<file path="config.mk">
export PLATFORM = sky130hd
export DESIGN_NAME = mpc_uart
export DESIGN_NICKNAME = d
export VERILOG_FILES = /design/src/mpc_pkg.sv /design/src/mpc_uart.sv
export SDC_FILE = /design/constraint.sdc
export NUM_CORES = 1
export LEC_CHECK = 0
export BUFFER_PORTS_ARGS = -buffer_cell sky130_fd_sc_hd__buf_4
export CORE_ASPECT_RATIO = 0.8
export CORE_MARGIN = 3
export CORE_UTILIZATION = 53
export DETAILED_ROUTE_END_ITERATION = 12
export PLACE_DENSITY = 0.77
export SETUP_SLACK_MARGIN = 0.2
export SLEW_MARGIN = 10
export SYNTH_ARGS = -nofsm -noshare
export SYNTH_HDL_FRONTEND = slang
export SYNTH_SLANG_ARGS = --single-unit
</file>
<file path="constraint.sdc">
create_clock -name clock_in -period 3.8 [get_ports clock_in]
set_clock_uncertainty 0.05 [all_clocks]
set_input_delay 0.76 -clock clock_in [delete_from_list [all_inputs] [get_ports clock_in]]
set_output_delay 0.76 -clock clock_in [all_outputs]
set_load 0.01 [all_outputs]
</file>
<file path="src/mpc_pkg.sv">
// Purpose: shared constants and types for the multi-processor serial block
// Assumes: single 25 MHz clock, registers over a plain strobe port
// Notes:   register offsets are byte addresses of 32-bit words
package mpc_pkg;

  localparam int unsigned ADDR_W = 8;
  localparam int unsigned DATA_W = 32;

  // register offsets
  localparam logic [7:0] OFS_DATA   = 8'h00;
  localparam logic [7:0] OFS_CTRL_A = 8'h04;
  localparam logic [7:0] OFS_CTRL_B = 8'h08;
  localparam logic [7:0] OFS_BAUD   = 8'h0c;
  localparam logic [7:0] OFS_STATUS = 8'h10;
  localparam logic [7:0] OFS_IRQ_EN = 8'h14;
  localparam logic [7:0] OFS_IRQ_CL = 8'h18;

  // control/status a field positions
  localparam int unsigned BIT_RXC    = 7;
  localparam int unsigned BIT_TXC    = 6;
  localparam int unsigned BIT_DRE    = 5;
  localparam int unsigned BIT_FE     = 4;
  localparam int unsigned BIT_DOUBLE = 1;
  localparam int unsigned BIT_AFM    = 0;

  // control b field positions
  localparam int unsigned BIT_TX_NINTH_BIT   = 0;
  localparam int unsigned BIT_STOP2  = 3;
  localparam int unsigned POS_CSZ    = 4;

  // character size codes
  localparam logic [2:0] CSZ_5 = 3'h0;
  localparam logic [2:0] CSZ_8 = 3'h3;
  localparam logic [2:0] CSZ_9 = 3'h7;

  // reset values
  localparam logic [2:0]  RST_CSZ  = 3'h3;
  localparam logic [11:0] RST_BAUD = 12'h000;

  // oversampling per bit
  localparam logic [4:0] OVS_NORMAL = 5'h10;
  localparam logic [4:0] OVS_DOUBLE = 5'h08;

  // interrupt event bit positions
  localparam int unsigned EV_RX   = 0;
  localparam int unsigned EV_TX   = 1;
  localparam int unsigned EV_FE   = 2;
  localparam int unsigned EV_W    = 3;

  typedef struct packed {
    logic       frame_type;  // 1: address frame
    logic [8:0] data;
    logic       stop_bad;
  } rx_frame_type;

  typedef enum logic [1:0] {
    LS_IDLE  = 2'b00,
    LS_START = 2'b01,
    LS_BITS  = 2'b10,
    LS_STOP  = 2'b11
  } line_state_type;

endpackage

</file>
<file path="src/mpc_uart.sv">
// What this block does
// - address frame buffered, raises receive-complete flag
// - filter clear: every data frame buffered
// - filter set: data frames dropped; a low first stop still sets the frame-error event
// - transmitter and receiver share one size
// - divisor zero gives maximum exact rate
// - frame type is first stop or ninth bit
// - filter set: non-address frames never buffered
// - transmitter ignores the filter mode
//
// Purpose: serial receiver/transmitter with address-frame filtering
// Assumes: rx line is synchronous to clock_in; one-cycle bus strobes
// Notes:   writes to control a store only the filter and speed bits,
//          so a whole-register write clears the tx flag when bit 6 is one, unless a transmit ends in that cycle
`timescale 1ns/1ps
`default_nettype none

module mpc_uart #(
  parameter int unsigned BAUD_W = 12
) (
  input  wire logic        clock_in,
  input  wire logic        rst_in,
  input  wire logic [7:0]  addr_in,
  input  wire logic [31:0] wdata_in,
  input  wire logic        wr_in,
  input  wire logic        rd_in,
  output logic      [31:0] rdata_out,
  input  wire logic        rxd_in,
  output logic             txd_out,
  output logic             irq_out
);

  // register state
  logic [8:0]        rx_buf_ff;
  logic              rxc_ff, txc_ff, fe_ff;
  logic              afm_ff, dbl_ff, tx_ninth_bit_ff, stop2_ff;
  logic [2:0]        csz_ff;
  logic [BAUD_W-1:0] baud_ff;
  logic [mpc_pkg::EV_W-1:0] irq_st_ff, irq_en_ff;
  logic [31:0]       rdata_ff;

  // bus decode
  wire wr_data = wr_in && (addr_in == mpc_pkg::OFS_DATA);
  wire wr_ca   = wr_in && (addr_in == mpc_pkg::OFS_CTRL_A);
  wire wr_cb   = wr_in && (addr_in == mpc_pkg::OFS_CTRL_B);
  wire wr_bd   = wr_in && (addr_in == mpc_pkg::OFS_BAUD);
  wire wr_en   = wr_in && (addr_in == mpc_pkg::OFS_IRQ_EN);
  wire wr_cl   = wr_in && (addr_in == mpc_pkg::OFS_IRQ_CL);
  wire rd_data = rd_in && (addr_in == mpc_pkg::OFS_DATA);

  // baud tick: one tick per oversample, clock/(divisor+1)
  logic [BAUD_W-1:0] pre_ff;
  wire tick = (pre_ff == '0);
  always_ff @(posedge clock_in or posedge rst_in)
  begin
    if (rst_in)
      pre_ff <= '0;
    else
      pre_ff <= tick ? baud_ff : pre_ff - 1'b1;
  end
  // oversample count per bit: 16 normal, 8 double
  wire [4:0] ovs = dbl_ff ? mpc_pkg::OVS_DOUBLE
                          : mpc_pkg::OVS_NORMAL;
  wire [3:0] nbits = (csz_ff == mpc_pkg::CSZ_9) ? 4'h9
                   : {2'b00, csz_ff[1:0]} + 4'h5;

  // receiver
  mpc_pkg::line_state_type rs_ff;
  logic [4:0] rs_cnt_ff;
  logic [3:0] rs_bit_ff;
  logic [8:0] rs_sh_ff;
  wire [4:0] half = {1'b0, ovs[4:1]};
  wire rs_mid = tick && (rs_cnt_ff == 5'h01);
  // frame type: ninth bit for 9-bit frames, else first stop
  wire is9 = (csz_ff == mpc_pkg::CSZ_9);
  wire [8:0] rs_data = is9 ? rs_sh_ff
                     : (rs_sh_ff >> (4'h9 - nbits));
  wire rx_ftype = is9 ? rs_sh_ff[8] : rxd_in;
  wire rx_done = (rs_ff == mpc_pkg::LS_STOP) && rs_mid;
  // drop non-address frames while filtering
  wire rx_keep = rx_done && (!afm_ff || rx_ftype);
  always_ff @(posedge clock_in or posedge rst_in)
  begin
    if (rst_in)
    begin
      rs_ff     <= mpc_pkg::LS_IDLE;
      rs_cnt_ff <= '0;
      rs_bit_ff <= '0;
      rs_sh_ff  <= '0;
    end
    else
    begin
      unique case (rs_ff)
        mpc_pkg::LS_IDLE:
          if (!rxd_in)
          begin
            rs_ff     <= mpc_pkg::LS_START;
            rs_cnt_ff <= half;
          end
        mpc_pkg::LS_START:
          if (rs_mid)
          begin
            rs_ff     <= rxd_in ? mpc_pkg::LS_IDLE : mpc_pkg::LS_BITS;
            rs_cnt_ff <= ovs;
            rs_bit_ff <= '0;
          end
          else if (tick)
            rs_cnt_ff <= rs_cnt_ff - 5'h01;
        mpc_pkg::LS_BITS:
          if (rs_mid)
          begin
            rs_sh_ff  <= {rxd_in, rs_sh_ff[8:1]};
            rs_cnt_ff <= ovs;
            rs_bit_ff <= rs_bit_ff + 4'h1;
            if (rs_bit_ff == nbits - 4'h1)
              rs_ff <= mpc_pkg::LS_STOP;
          end
          else if (tick)
            rs_cnt_ff <= rs_cnt_ff - 5'h01;
        mpc_pkg::LS_STOP:
          if (rs_mid)
            rs_ff <= mpc_pkg::LS_IDLE;
          else if (tick)
            rs_cnt_ff <= rs_cnt_ff - 5'h01;
      endcase
    end
  end

  // transmitter, unaffected by the filter bit
  logic       tx_busy_ff, tx_pend_ff;
  logic [8:0] tx_hold_ff;
  logic [11:0] tx_sh_ff;
  logic [3:0] tx_left_ff;
  logic [4:0] tx_cnt_ff;
  wire tx_step = tx_busy_ff && tick && (tx_cnt_ff == 5'h01);
  wire tx_last = tx_step && (tx_left_ff == 4'h1);
  // frame: start, data bits, ninth bit if used, one or two stops
  wire [3:0] tx_len = nbits + (stop2_ff ? 4'h3 : 4'h2);
  wire [11:0] tx_frame = ({3'b111, tx_hold_ff} << 1)
                       | ({12{1'b1}} << (nbits + 4'h1));
  always_ff @(posedge clock_in or posedge rst_in)
  begin
    if (rst_in)
    begin
      tx_busy_ff <= 1'b0;
      tx_pend_ff <= 1'b0;
      tx_hold_ff <= '0;
      tx_sh_ff   <= '1;
      tx_left_ff <= '0;
      tx_cnt_ff  <= '0;
    end
    else
    begin
      if (wr_data)
      begin
        tx_pend_ff <= 1'b1;
        tx_hold_ff <= {tx_ninth_bit_ff, wdata_in[7:0]};
      end
      if (!tx_busy_ff && tx_pend_ff && tick)
      begin
        tx_busy_ff <= 1'b1;
        tx_pend_ff <= 1'b0;
        tx_sh_ff   <= tx_frame;
        tx_left_ff <= tx_len;
        tx_cnt_ff  <= ovs;
      end
      else if (tx_step)
      begin
        tx_sh_ff   <= {1'b1, tx_sh_ff[11:1]};
        tx_left_ff <= tx_left_ff - 4'h1;
        tx_cnt_ff  <= ovs;
        if (tx_last)
          tx_busy_ff <= 1'b0;
      end
      else if (tx_busy_ff && tick)
        tx_cnt_ff <= tx_cnt_ff - 5'h01;
    end
  end
  assign txd_out = tx_busy_ff ? tx_sh_ff[0] : 1'b1;

  // registers; hardware set beats software clear
  wire [mpc_pkg::EV_W-1:0] ev = {rx_done && !rxd_in, tx_last, rx_keep};
  always_ff @(posedge clock_in or posedge rst_in)
  begin
    if (rst_in)
    begin
      rx_buf_ff <= '0;
      rxc_ff    <= 1'b0;
      txc_ff    <= 1'b0;
      fe_ff     <= 1'b0;
      afm_ff    <= 1'b0;
      dbl_ff    <= 1'b0;
      tx_ninth_bit_ff   <= 1'b0;
      stop2_ff  <= 1'b0;
      csz_ff    <= mpc_pkg::RST_CSZ;
      baud_ff   <= '0;
      irq_st_ff <= '0;
      irq_en_ff <= '0;
    end
    else
    begin
      if (rx_keep)
      begin
        rx_buf_ff <= rs_data;
        fe_ff     <= !rxd_in;
      end
      rxc_ff <= rx_keep || (rxc_ff && !rd_data);
      // tx flag cleared by writing one, set wins
      txc_ff <= tx_last
             || (txc_ff && !(wr_ca && wdata_in[mpc_pkg::BIT_TXC]));
      if (wr_ca)
      begin
        afm_ff <= wdata_in[mpc_pkg::BIT_AFM];
        dbl_ff <= wdata_in[mpc_pkg::BIT_DOUBLE];
      end
      if (wr_cb)
      begin
        tx_ninth_bit_ff  <= wdata_in[mpc_pkg::BIT_TX_NINTH_BIT];
        stop2_ff <= wdata_in[mpc_pkg::BIT_STOP2];
        csz_ff   <= wdata_in[mpc_pkg::POS_CSZ +: 3];
      end
      if (wr_bd)
        baud_ff <= wdata_in[BAUD_W-1:0];
      if (wr_en)
        irq_en_ff <= wdata_in[mpc_pkg::EV_W-1:0];
      irq_st_ff <= ev | (irq_st_ff
                 & ~({mpc_pkg::EV_W{wr_cl}} & wdata_in[mpc_pkg::EV_W-1:0]));
    end
  end
  assign irq_out = |(irq_st_ff & irq_en_ff);

  // read mux, answered one cycle after the strobe
  wire [7:0] ctrl_a = {rxc_ff, txc_ff, !tx_pend_ff, fe_ff,
                       2'b00, dbl_ff, afm_ff};
  wire [31:0] rd_mux =
      (addr_in == mpc_pkg::OFS_DATA)   ? {23'h0, rx_buf_ff} :
      (addr_in == mpc_pkg::OFS_CTRL_A) ? {24'h0, ctrl_a} :
      (addr_in == mpc_pkg::OFS_CTRL_B) ?
          {25'h0, csz_ff, stop2_ff, 2'b00, tx_ninth_bit_ff} :
      (addr_in == mpc_pkg::OFS_BAUD)   ? {{(32-BAUD_W){1'b0}}, baud_ff} :
      (addr_in == mpc_pkg::OFS_STATUS) ? {29'h0, irq_st_ff} :
      (addr_in == mpc_pkg::OFS_IRQ_EN) ? {29'h0, irq_en_ff} : 32'h0;
  always_ff @(posedge clock_in or posedge rst_in)
  begin
    if (rst_in)
      rdata_ff <= '0;
    else
      rdata_ff <= rd_in ? rd_mux : 32'h0;
  end
  assign rdata_out = rdata_ff;

  // checks
  filter_drop_a: assert property (@(posedge clock_in) disable iff (rst_in)
    rx_done && afm_ff && !rx_ftype |=> !rxc_ff || $past(rxc_ff))
    else $error("data frame kept while filtering");
  addr_keep_a: assert property (@(posedge clock_in) disable iff (rst_in)
    rx_done && rx_ftype |=> rxc_ff)
    else $error("address frame not flagged");
  open_keep_a: assert property (@(posedge clock_in) disable iff (rst_in)
    rx_done && !afm_ff |=> rxc_ff && rx_buf_ff == $past(rs_data))
    else $error("data frame lost with filter off");
  drop_buf_a: assert property (@(posedge clock_in) disable iff (rst_in)
    rx_done && afm_ff && !rx_ftype |=> $stable(rx_buf_ff))
    else $error("buffer written by filtered frame");
  tick_rate_a: assert property (@(posedge clock_in) disable iff (rst_in)
    tick && baud_ff == '0 |=> tick)
    else $error("divisor zero not full rate");
  tick_gap_a: assert property (@(posedge clock_in) disable iff (rst_in)
    tick && baud_ff == 1 && !wr_bd |=> !tick ##1 tick)
    else $error("divisor spacing wrong");
  type_sel_a: assert property (@(posedge clock_in) disable iff (rst_in)
    rx_done && is9 |-> rx_ftype == rs_sh_ff[8])
    else $error("ninth bit not frame type");
  tx_indep_a: assert property (@(posedge clock_in) disable iff (rst_in)
    wr_data |=> tx_hold_ff[8] == $past(tx_ninth_bit_ff))
    else $error("ninth tx bit not taken");

endmodule

`default_nettype wire

</file>
==> flow_metrics.tcl, run 1 <==
set metrics [dict create \
    nNetsFinal 683 \
    grt_use_total_pct 21.8 \
    grt_overflow 0 \
    cts_sinks 111 \
    cts-htree-levels 3 \
    ctsResizeCount 0 \
    synth_top_area_share_pct 40.4 \
    cp-start-kind "flip-flop" \
    drt-total-wl_um 13800 \
    clockBufferDepth 2 \
    rrSetupSlack_ns 0.92 \
    first_pass_iters 6 \
    die_h_um 102 \
    critPathArrivalTime_ns 3.06 \
    maxSlewViolCount 0 \
    synth_edf_count 0 \
    cts-root-buf "clkbuf_16" \
    synthArstFlopShare_pct 100 \
    hold_path_class "reg -> reg" \
    fill_cells 893 \
    stdcell_area_mm2 0.00675 \
    crit_slowest_cell "dfstp_2" \
    dieArea_mm2 0.0129 \
    rr_worst_depth 9 \
    clk_pin_slew_worst_paths_ns 0.08 \
    synth_common_cells "dfrtp_1, nand2_1, nor2_1" \
    rsz0062_at_grt "no" \
    crit_type "reg -> reg" \
    hold_end "rx_buf_ff[4]" \
    yosys_warnings 0 \
    n_antenna_cell 0 \
    period_share_pct 75.8 \
    drtIter0Drc 519 \
    worstMarginPinSlew_ns 0.802 \
    min-delay-start "rx_buf_ff[4]" \
    cellPowerDensity_mw_per_mm2 452 \
    worstPathMaxFanout 10 \
    synth-seq-area-share_pct 45.6 \
    drive_gt1_share_pct 20.9 \
    grt_max_degree 112 \
    outcome "complete, no violations" \
    core_mm2 0.0111 \
    synth_ff_type "dfrtp_1" \
    path_buf_inv 1 \
    layout.cells.non_filler 767 \
    fin_crit_ns 2.88 \
    clk_latency_ns 0.35 \
    route.detailed.drc 0 \
    yosysMostFrequentCell "dfrtp_1" \
    cp_top_family "adder cells" \
    syn_area_per_cell_um2 10.4 \
    synth_area_leader_cell "dfrtp_1" \
    fmax_mhz 347 \
    vias_per_cell 5.97 \
    globalplace.congestion 0.868 \
    timing.rr.start "csz_ff[0]" \
    synthTopCellsByArea "dfrtp_1, mux2_2, dfstp_2" \
    vdd_ir_drop_max_mv 0.266 \
    row_count 34 \
    cts_buffers 9 \
    critPathRequiredTime_ns 3.99 \
    boundaryPins 79 \
    ys_seq_elements 111 \
    grt_pass1_wl_um 22400 \
    synth_cell_types 67 \
    syn_to_final_growth_pct 10.1 \
    path_cells "ha_1 > a21boi_0 > buf_4 > ha_1 > xor2_1 > o21ai_0 > nor4_1 > a2bb2oi_1 > mux2i_1" \
    finalSetupViolCount 0 \
    finalHoldViolations 0 \
    syn_inst 591 \
    postCtsSetupBuffers 0 \
    slew_headroom_pct 45.8 \
    die_x_um 126 \
    initial_core_util_pct 55.4 \
    dr_total_vias 4581 \
    wl_per_cell_um 18.0 \
    cap_violations 0 \
    crit_path_end_kind "flip-flop" \
    fin_setup_tns_ns 0 \
    worstHoldPathCells 2 \
    crit_top_cell "ha_1" \
    dp.cells 751 \
    syn_area_mm2 0.00613 \
    dpl-instance-area_mm2 0.00646 \
    antenna_found_initial 0 \
    io_buffers 38 \
    grt_pass1_vias 4217 \
    hpwl_um 9970 \
    cts_tree "built" \
    p_leak_nw 3.13 \
    hold_buffers 0 \
    max_stage_delay_ns 0.64 \
    ant_nets 0 \
]
-- where the power goes --
group / leakage, nW / switching, mW / total, mW / internal [mW]
registers: 1.41 / 0.138 / 1.44 / 1.30
logic: 1.58 / 0.390 / 0.700 / 0.310
clock network: 0.144 / 0.454 / 0.913 / 0.459
-- kinds of logic (layout without fill, tap and decap cells) --
kind of cell	after synthesis	count (layout)	synth area share, %
simple gates	176	176	14.6
compound gates	124	124	13.8
flops	111	111	45.6
buf+inv	80	93	6.29
mux	64	64	13.4
fa+ha+maj	20	20	4.08
xor+xnor	15	15	2.14
other cells	1	20	0.0612
-- metrics by stage --
step           util (%)  power [mW]  hold slack (ns)  setup WS (ns)
2_1_floorplan         -        1.97            0.390           1.01
3_3_place_gp       58.4        2.11            0.406          0.891
3_5_place_dp       58.4        2.15            0.420          0.874
4_1_cts            61.0        3.06            0.443          0.915
5_1_grt            61.0        3.21            0.460          0.705
6_report           61.0        3.05            0.443          0.920
-- state kept, by name, summed over array words and instances (netlist names), 3 cells and up, named ones only --
name        count
baud_ff        12
csz_ff          3
irq_en_ff       3
irq_st_ff       3
pre_ff         12
rdata_out      12
rs_bit_ff       4
rs_cnt_ff       5
rs_sh_ff        9
rx_buf_ff       9
tx_cnt_ff       5
tx_hold_ff      9
tx_left_ff      4
tx_sh_ff       10
-- routing by layer --
metal,vias up,share of wire (%),track usage (%)
li1,2143,-,-
met1,2255,47,32.9
met2,170,45,32.1
met3,13,7.2,5.28
met4,0,0.96,5.11
met5,-,0,0
-- cells in the final DEF, fill, tap and decap left out, types with 5 or more instances in the layout --
| cell type | instances |
|---|---|
| inv_1 | 32 |
| mux2_4 | 10 |
| a31oi_1 | 6 |
| clkbuf_16 | 9 |
| dfstp_2 | 12 |
| nor4_1 | 5 |
| buf_4 | 43 |
| dfrtp_1 | 99 |
| nor3_1 | 16 |
| o22ai_1 | 6 |
| and3_1 | 7 |
| a21oi_1 | 21 |
| or3_1 | 6 |
| ha_1 | 20 |
| xnor2_1 | 9 |
| mux2_2 | 33 |
| conb_1 | 20 |
| mux2i_1 | 14 |
| nor2_1 | 44 |
| xor2_1 | 6 |
| nand2_1 | 51 |
| mux4_2 | 7 |
| a22o_1 | 6 |
| nor2b_1 | 9 |
| a221o_1 | 8 |
| nand3_1 | 7 |
| nand2b_1 | 6 |
| o21ai_0 | 34 |
-- tightest hold or removal path, stage by stage (launching register included) --
cell	delay, ns
dfrtp_1	0.35
nand2_1	0.05
o21ai_0	0.06
-- how the worst max path moves through the flow --
| stage | start | endpoint | slack [ns] | cells past startpoint |
|---|---|---|---|---|
| floorplan | csz_ff[0] | flip-flop | 1.01 | 10 |
| global route | csz_ff[0] | flip-flop | 0.71 | 9 |
| CTS | csz_ff[0] | flip-flop | 0.91 | 9 |
| finish | csz_ff[0] | flip-flop | 0.92 | 9 |
| global placement | addr_in[1] | baud_ff[4] | 0.89 | 6 |
| detailed placement | addr_in[1] | baud_ff[4] | 0.87 | 6 |
-- layout make-up --
class                      count  area (µm²)  share of cell area [%]
inverter                      33         128                    1.89
timing repair buffer          44         343                    5.08
clock buffer                   9         225                    3.34
multi-input combinational    419        3020                    44.8
clock inverter                 7        58.8                   0.872
tap                          144         180                    2.67
sequential                   111        2790                    41.4
No activity file was read; power rests on OpenSTA's default activity.
==> run 2, diff against run 1 <==
--- a/config.mk
+++ b/config.mk
@@ -5,6 +5,7 @@
 export SDC_FILE = /design/constraint.sdc
 export NUM_CORES = 1
 export LEC_CHECK = 0
+export ABC_AREA = 1
 export BUFFER_PORTS_ARGS = -buffer_cell sky130_fd_sc_hd__buf_4
 export CORE_ASPECT_RATIO = 0.8
 export CORE_MARGIN = 3
==> constraint.sdc (replaced) <==
create_clock -name clock_in -period 2.46 [get_ports clock_in]
set_clock_uncertainty 0.05 [all_clocks]
set_input_delay 0.492 -clock clock_in [delete_from_list [all_inputs] [get_ports clock_in]]
set_output_delay 0.492 -clock clock_in [all_outputs]
set_load 0.01 [all_outputs]
==> flow_metrics.tcl, run 2 <==
set metrics [dict create \
    layout.cells.non_filler 969 \
    ys_seq_elements 111 \
    globalplace.congestion 0.909 \
    final_common_cell "nand2_1" \
    row_count 34 \
    syn_inst 772 \
    hpwl_um 10700 \
    die_x_um 127 \
    fin_crit_ns 2.15 \
    grt_pass1_wl_um 24200 \
    dr_total_vias 5248 \
    yosysMostFrequentCell "nand2_1" \
    antenna_found_initial 0 \
    fin_setup_tns_ns 0 \
    slew_headroom_pct 60.7 \
    finalHoldViolations 0 \
    core_mm2 0.0112 \
    n_antenna_cell 0 \
    syn_to_final_growth_pct 12.7 \
    synth-seq-area-share_pct 44.8 \
    final_cell_mix "nand2_1, dfrtp_1, o21ai_0" \
    vdd_ir_drop_max_mv 0.367 \
    worstMarginPinSlew_ns 0.589 \
    die_h_um 103 \
    fmax_mhz 465 \
    cellPowerDensity_mw_per_mm2 683 \
    clk_pin_slew_worst_paths_ns 0.08 \
    p_leak_nw 3.51 \
    cts_tree "built" \
    synth_top_area_share_pct 39.8 \
    rsz0062_at_grt "yes" \
    rr_worst_depth 13 \
    synth_ff_type "dfrtp_1" \
    boundaryPins 79 \
    wl_per_cell_um 15.1 \
    clockBufferDepth 2 \
    maxSlewViolCount 0 \
    grt_max_degree 112 \
    clk_latency_ns 0.36 \
    hold_path_class "in -> async" \
    vias_per_cell 5.42 \
    cp-start-kind "flip-flop" \
    io_buffers 38 \
    synthArstFlopShare_pct 100 \
    outcome "complete, no violations" \
    first_pass_iters 5 \
    cts-htree-levels 3 \
    critPathArrivalTime_ns 2.35 \
    cts_buffers 9 \
    rrSetupSlack_ns 0.31 \
    worstPathMaxFanout 5 \
    critPathRequiredTime_ns 2.66 \
    grt_pass1_vias 4866 \
    drive_gt1_share_pct 16.1 \
    synth_edf_count 0 \
    grt_overflow 0 \
    dp.cells 947 \
    ant_nets 0 \
    drtIter0Drc 429 \
    synthTopCellsByArea "dfrtp_1, nand2_1, o21ai_0" \
    dieArea_mm2 0.0131 \
    yosys_warnings 0 \
    finalSetupViolCount 0 \
    crit_type "reg -> reg" \
    cts-root-buf "clkbuf_16" \
    synth_common_cells "nand2_1, dfrtp_1, o21ai_0" \
    cap_violations 0 \
    syn_area_per_cell_um2 8.07 \
    route.detailed.drc 0 \
    syn_area_mm2 0.00623 \
    initial_core_util_pct 55.7 \
    cts_sinks 111 \
    drt-total-wl_um 14600 \
    period_share_pct 87.3 \
    grt_use_total_pct 23.2 \
    crit_path_end_kind "flip-flop" \
    synth_cell_types 53 \
    nNetsFinal 885 \
    synth_area_leader_cell "dfrtp_1" \
]
## run 2: metal layers
layer	up-vias	global-route usage (%)	wire [µm]
li1	2565	-	-
met1	2488	33.3	6740
met2	179	37.1	6810
met3	16	4.30	933
met4	0	5.52	163
met5	-	0	0
## run 2: worst max-delay path, cell delays in order, from the launching register on
cell	delay (ns)
dfstp_2	0.57
ha_4	0.15
nand2_4	0.08
nand2_4	0.11
inv_1	0.07
ha_4	0.28
xor2_1	0.14
nand2_1	0.07
nor2_1	0.11
nand2_1	0.12
nand2_2	0.10
nand2_1	0.07
nand2_1	0.07
o21ai_1	0.05
## run 2: power by group
| part | total [mW] | internal, mW | switching, mW |
|---|---|---|---|
| logic | 1.13 | 0.427 | 0.698 |
| clock network | 1.50 | 0.794 | 0.704 |
| registers | 2.18 | 2.01 | 0.170 |
| total | 4.80 | 3.23 | 1.57 |
## run 2: cells by family after synthesis
kind of cell / share of synthesized area [%]
and+or+nand+nor: 24.9
AOI/OAI and AO/OA: 13.6
buffers and inverters: 9.30
DFF: 44.8
adders and majority gates: 4.02
xor gates and xnor gates: 2.39
muxes: 0.903
other: 0.0602
## run 2: stage by stage
step	setup WS, ns	util [%]	total power [mW]	instance area (µm²)	hold slack (ns)
3_5_place_dp	0.240	59.3	3.31	6640	0.419
5_1_grt	0.167	62.8	5.11	7030	0.284
6_report	0.311	62.8	4.80	7030	0.234
2_1_floorplan	0.211	-	3.05	6330	0.392
4_1_cts	0.212	62.1	4.82	6940	0.282
3_3_place_gp	0.264	59.3	3.25	6640	0.414
## run 2: area by class of cell
type	count	area [µm²]
tap	144	180
sequential	111	2790
clock buffer	11	264
clock inverter	5	42.5
timing repair buffer	54	418
fill	989	4160
multi-input combinational	555	2980
inverter	89	349
## run 2: path summary, 6_finish.rpt
kind	startpoint	to
hold reg to reg	rx_buf_ff[4]	rx_buf_ff[4]
hold / removal	rst_in	baud_ff[10]
min in group clock_in	wdata_in[8]	baud_ff[8]
setup / recovery	csz_ff[1]	rs_ff[0]
max in group asynchronous	rst_in	rdata_out[5]
setup reg to reg	csz_ff[1]	rs_ff[0]
## run 2: what timing repair did
action,CTS,global route
resized for setup,0,9
hold buffers,0,0
endpoints found under the setup margin,0,11
setup buffers,0,6
==> run 3, diff against run 2 <==
--- a/config.mk
+++ b/config.mk
@@ -9,9 +9,9 @@
 export BUFFER_PORTS_ARGS = -buffer_cell sky130_fd_sc_hd__buf_4
 export CORE_ASPECT_RATIO = 0.8
 export CORE_MARGIN = 3
-export CORE_UTILIZATION = 53
+export CORE_UTILIZATION = 59
 export DETAILED_ROUTE_END_ITERATION = 12
-export PLACE_DENSITY = 0.77
+export PLACE_DENSITY = 0.81
 export SETUP_SLACK_MARGIN = 0.2
 export SLEW_MARGIN = 10
 export SYNTH_ARGS = -nofsm -noshare
==> constraint.sdc (replaced) <==
create_clock -name clock_in -period 2 [get_ports clock_in]
set_clock_uncertainty 0.05 [all_clocks]
set_input_delay 0.4 -clock clock_in [delete_from_list [all_inputs] [get_ports clock_in]]
set_output_delay 0.4 -clock clock_in [all_outputs]
set_load 0.01 [all_outputs]
==> flow_metrics.tcl, run 3 (synthesis results as in run 2) <==
set metrics [dict create \
    route.detailed.drc 0 \
    drtIter0Drc 598 \
    first_pass_iters 5 \
    vdd_ir_drop_max_mv 0.559 \
    die_h_um 97.9 \
    initial_core_util_pct 62.5 \
    nNetsFinal 948 \
    worstPathMaxFanout 6 \
    antenna_found_initial 0 \
    regToRegEndpoint "rs_ff[0]" \
    layout.cells.non_filler 1024 \
    cts-root-buf "clkbuf_16" \
    clk_latency_ns 0.36 \
    setup_slack_ns -0.0717 \
    hpwl_um 11500 \
    syn_to_final_growth_pct 30.5 \
    period_share_pct 104 \
    vias_per_cell 5.73 \
    crit_path_end_kind "flip-flop" \
    crit_type "reg -> reg" \
    grt_max_degree 43 \
    n_antenna_cell 0 \
    cts_tree "built" \
    finalHoldViolations 0 \
    die_x_um 121 \
    core_mm2 0.00997 \
    cellPowerDensity_mw_per_mm2 798 \
    wl_per_cell_um 17.6 \
    cap_violations 0 \
    final_cell_mix "nand2_1, dfrtp_1, buf_4" \
    boundaryPins 79 \
    globalplace.congestion 0.905 \
    finalSetupViolCount 5 \
    grt_use_total_pct 28.4 \
    dr_total_vias 5867 \
    worstHoldPathCells 2 \
    crit_path_start "csz_ff[0]" \
    io_buffers 38 \
    fin_crit_ns 2.07 \
    violations "negative setup slack" \
    grt_pass1_wl_um 27000 \
    post-place-ws_ns -0.0699 \
    clockBufferDepth 2 \
    timing.rr.start "csz_ff[0]" \
    p_leak_nw 3.95 \
    cp-start-kind "flip-flop" \
    rsz0062_at_grt "yes" \
    grt_overflow 0 \
    endpoint "rs_ff[0]" \
    fmax_mhz 483 \
    cts_sinks 111 \
    ant_nets 0 \
    drt-total-wl_um 18100 \
    rrSetupSlack_ns -0.07 \
    rr_worst_depth 15 \
    clk_pin_slew_worst_paths_ns 0.08 \
    row_count 32 \
    critPathRequiredTime_ns 2.20 \
    grt_pass1_vias 5623 \
    outcome "finished with violations" \
    critPathArrivalTime_ns 2.27 \
    drive_gt1_share_pct 30.3 \
    dieArea_mm2 0.0118 \
    maxSlewViolCount 0 \
    cts-htree-levels 3 \
    dp.cells 965 \
    cts_buffers 9 \
    power_mw 6.49 \
    hold_path_class "in -> reg" \
    final_common_cell "nand2_1" \
]
[run 3: routing by layer]
metal,wire length (µm),global-route usage (%),part of all wire [%]
met4,614,10.7,3.4
met1,7230,37.1,40
met3,1460,6.89,8.1
met5,0,0,0
met2,8760,46.1,48
[run 3: area by class of cell]
type	instances	area, µm²
Sequential cell	111	2790
Timing Repair inverter	1	7.51
Clock buffer	10	239
Clock inverter	6	70.1
Timing Repair Buffer	115	1060
Multi-Input combinational cell	556	3420
Inverter	89	375
Fill cell	590	1840
Tap cell	136	170
[run 3: timing repair]
item | in CTS | in global routing
buffers inserted | 13 | 24
setup endpoints to repair | 36 | 47
hold buffers | 1 | 0
pin swaps | 20 | 27
endpoints found under the hold margin | 10 | 0
gates resized for setup | 40 | 92
gates cloned | 1 | 4
[run 3: power breakdown]
group | internal [mW] | switching, mW | total (mW)
sequential | 2.47 | 0.246 | 2.71
combinational | 0.821 | 1.08 | 1.90
clock | 1.01 | 0.860 | 1.87
[run 3: critical path, stage by stage, from the launching register on]
cell	delay, ns
dfstp_2	0.57
ha_4	0.17
nand2_8	0.08
nand2_8	0.12
ha_4	0.14
inv_1	0.04
nand2_1	0.10
nand2_1	0.10
nand2_1	0.07
nand2_1	0.06
nor2_1	0.12
nand2_1	0.08
nand2_2	0.09
nand2_2	0.06
nand2_1	0.07
o21ai_1	0.06
[run 3: worst min path at each step]
stage / endpoint / from / slack [ns]
floorplan: rdata_out[8] / rx_buf_ff[8] / 0.39
global placement: baud_ff[9] / rst_in / 0.35
detailed placement: baud_ff[9] / rst_in / 0.36
CTS: baud_ff[11] / wdata_in[11] / 0.20
global route: baud_ff[11] / wdata_in[11] / 0.21
finish: baud_ff[11] / wdata_in[11] / 0.20
[run 3: through the flow]
step,util [%],hold WS (ns),instance area (µm²),TNS [ns]
floorplan,-,0.392,6430,-0.607
global placement,69.5,0.349,6930,0
detailed placement,69.5,0.360,6930,-0.166
CTS,75.7,0.200,7540,-0.00360
global route,81.6,0.211,8130,-1.32
finish,81.6,0.204,8130,-0.219
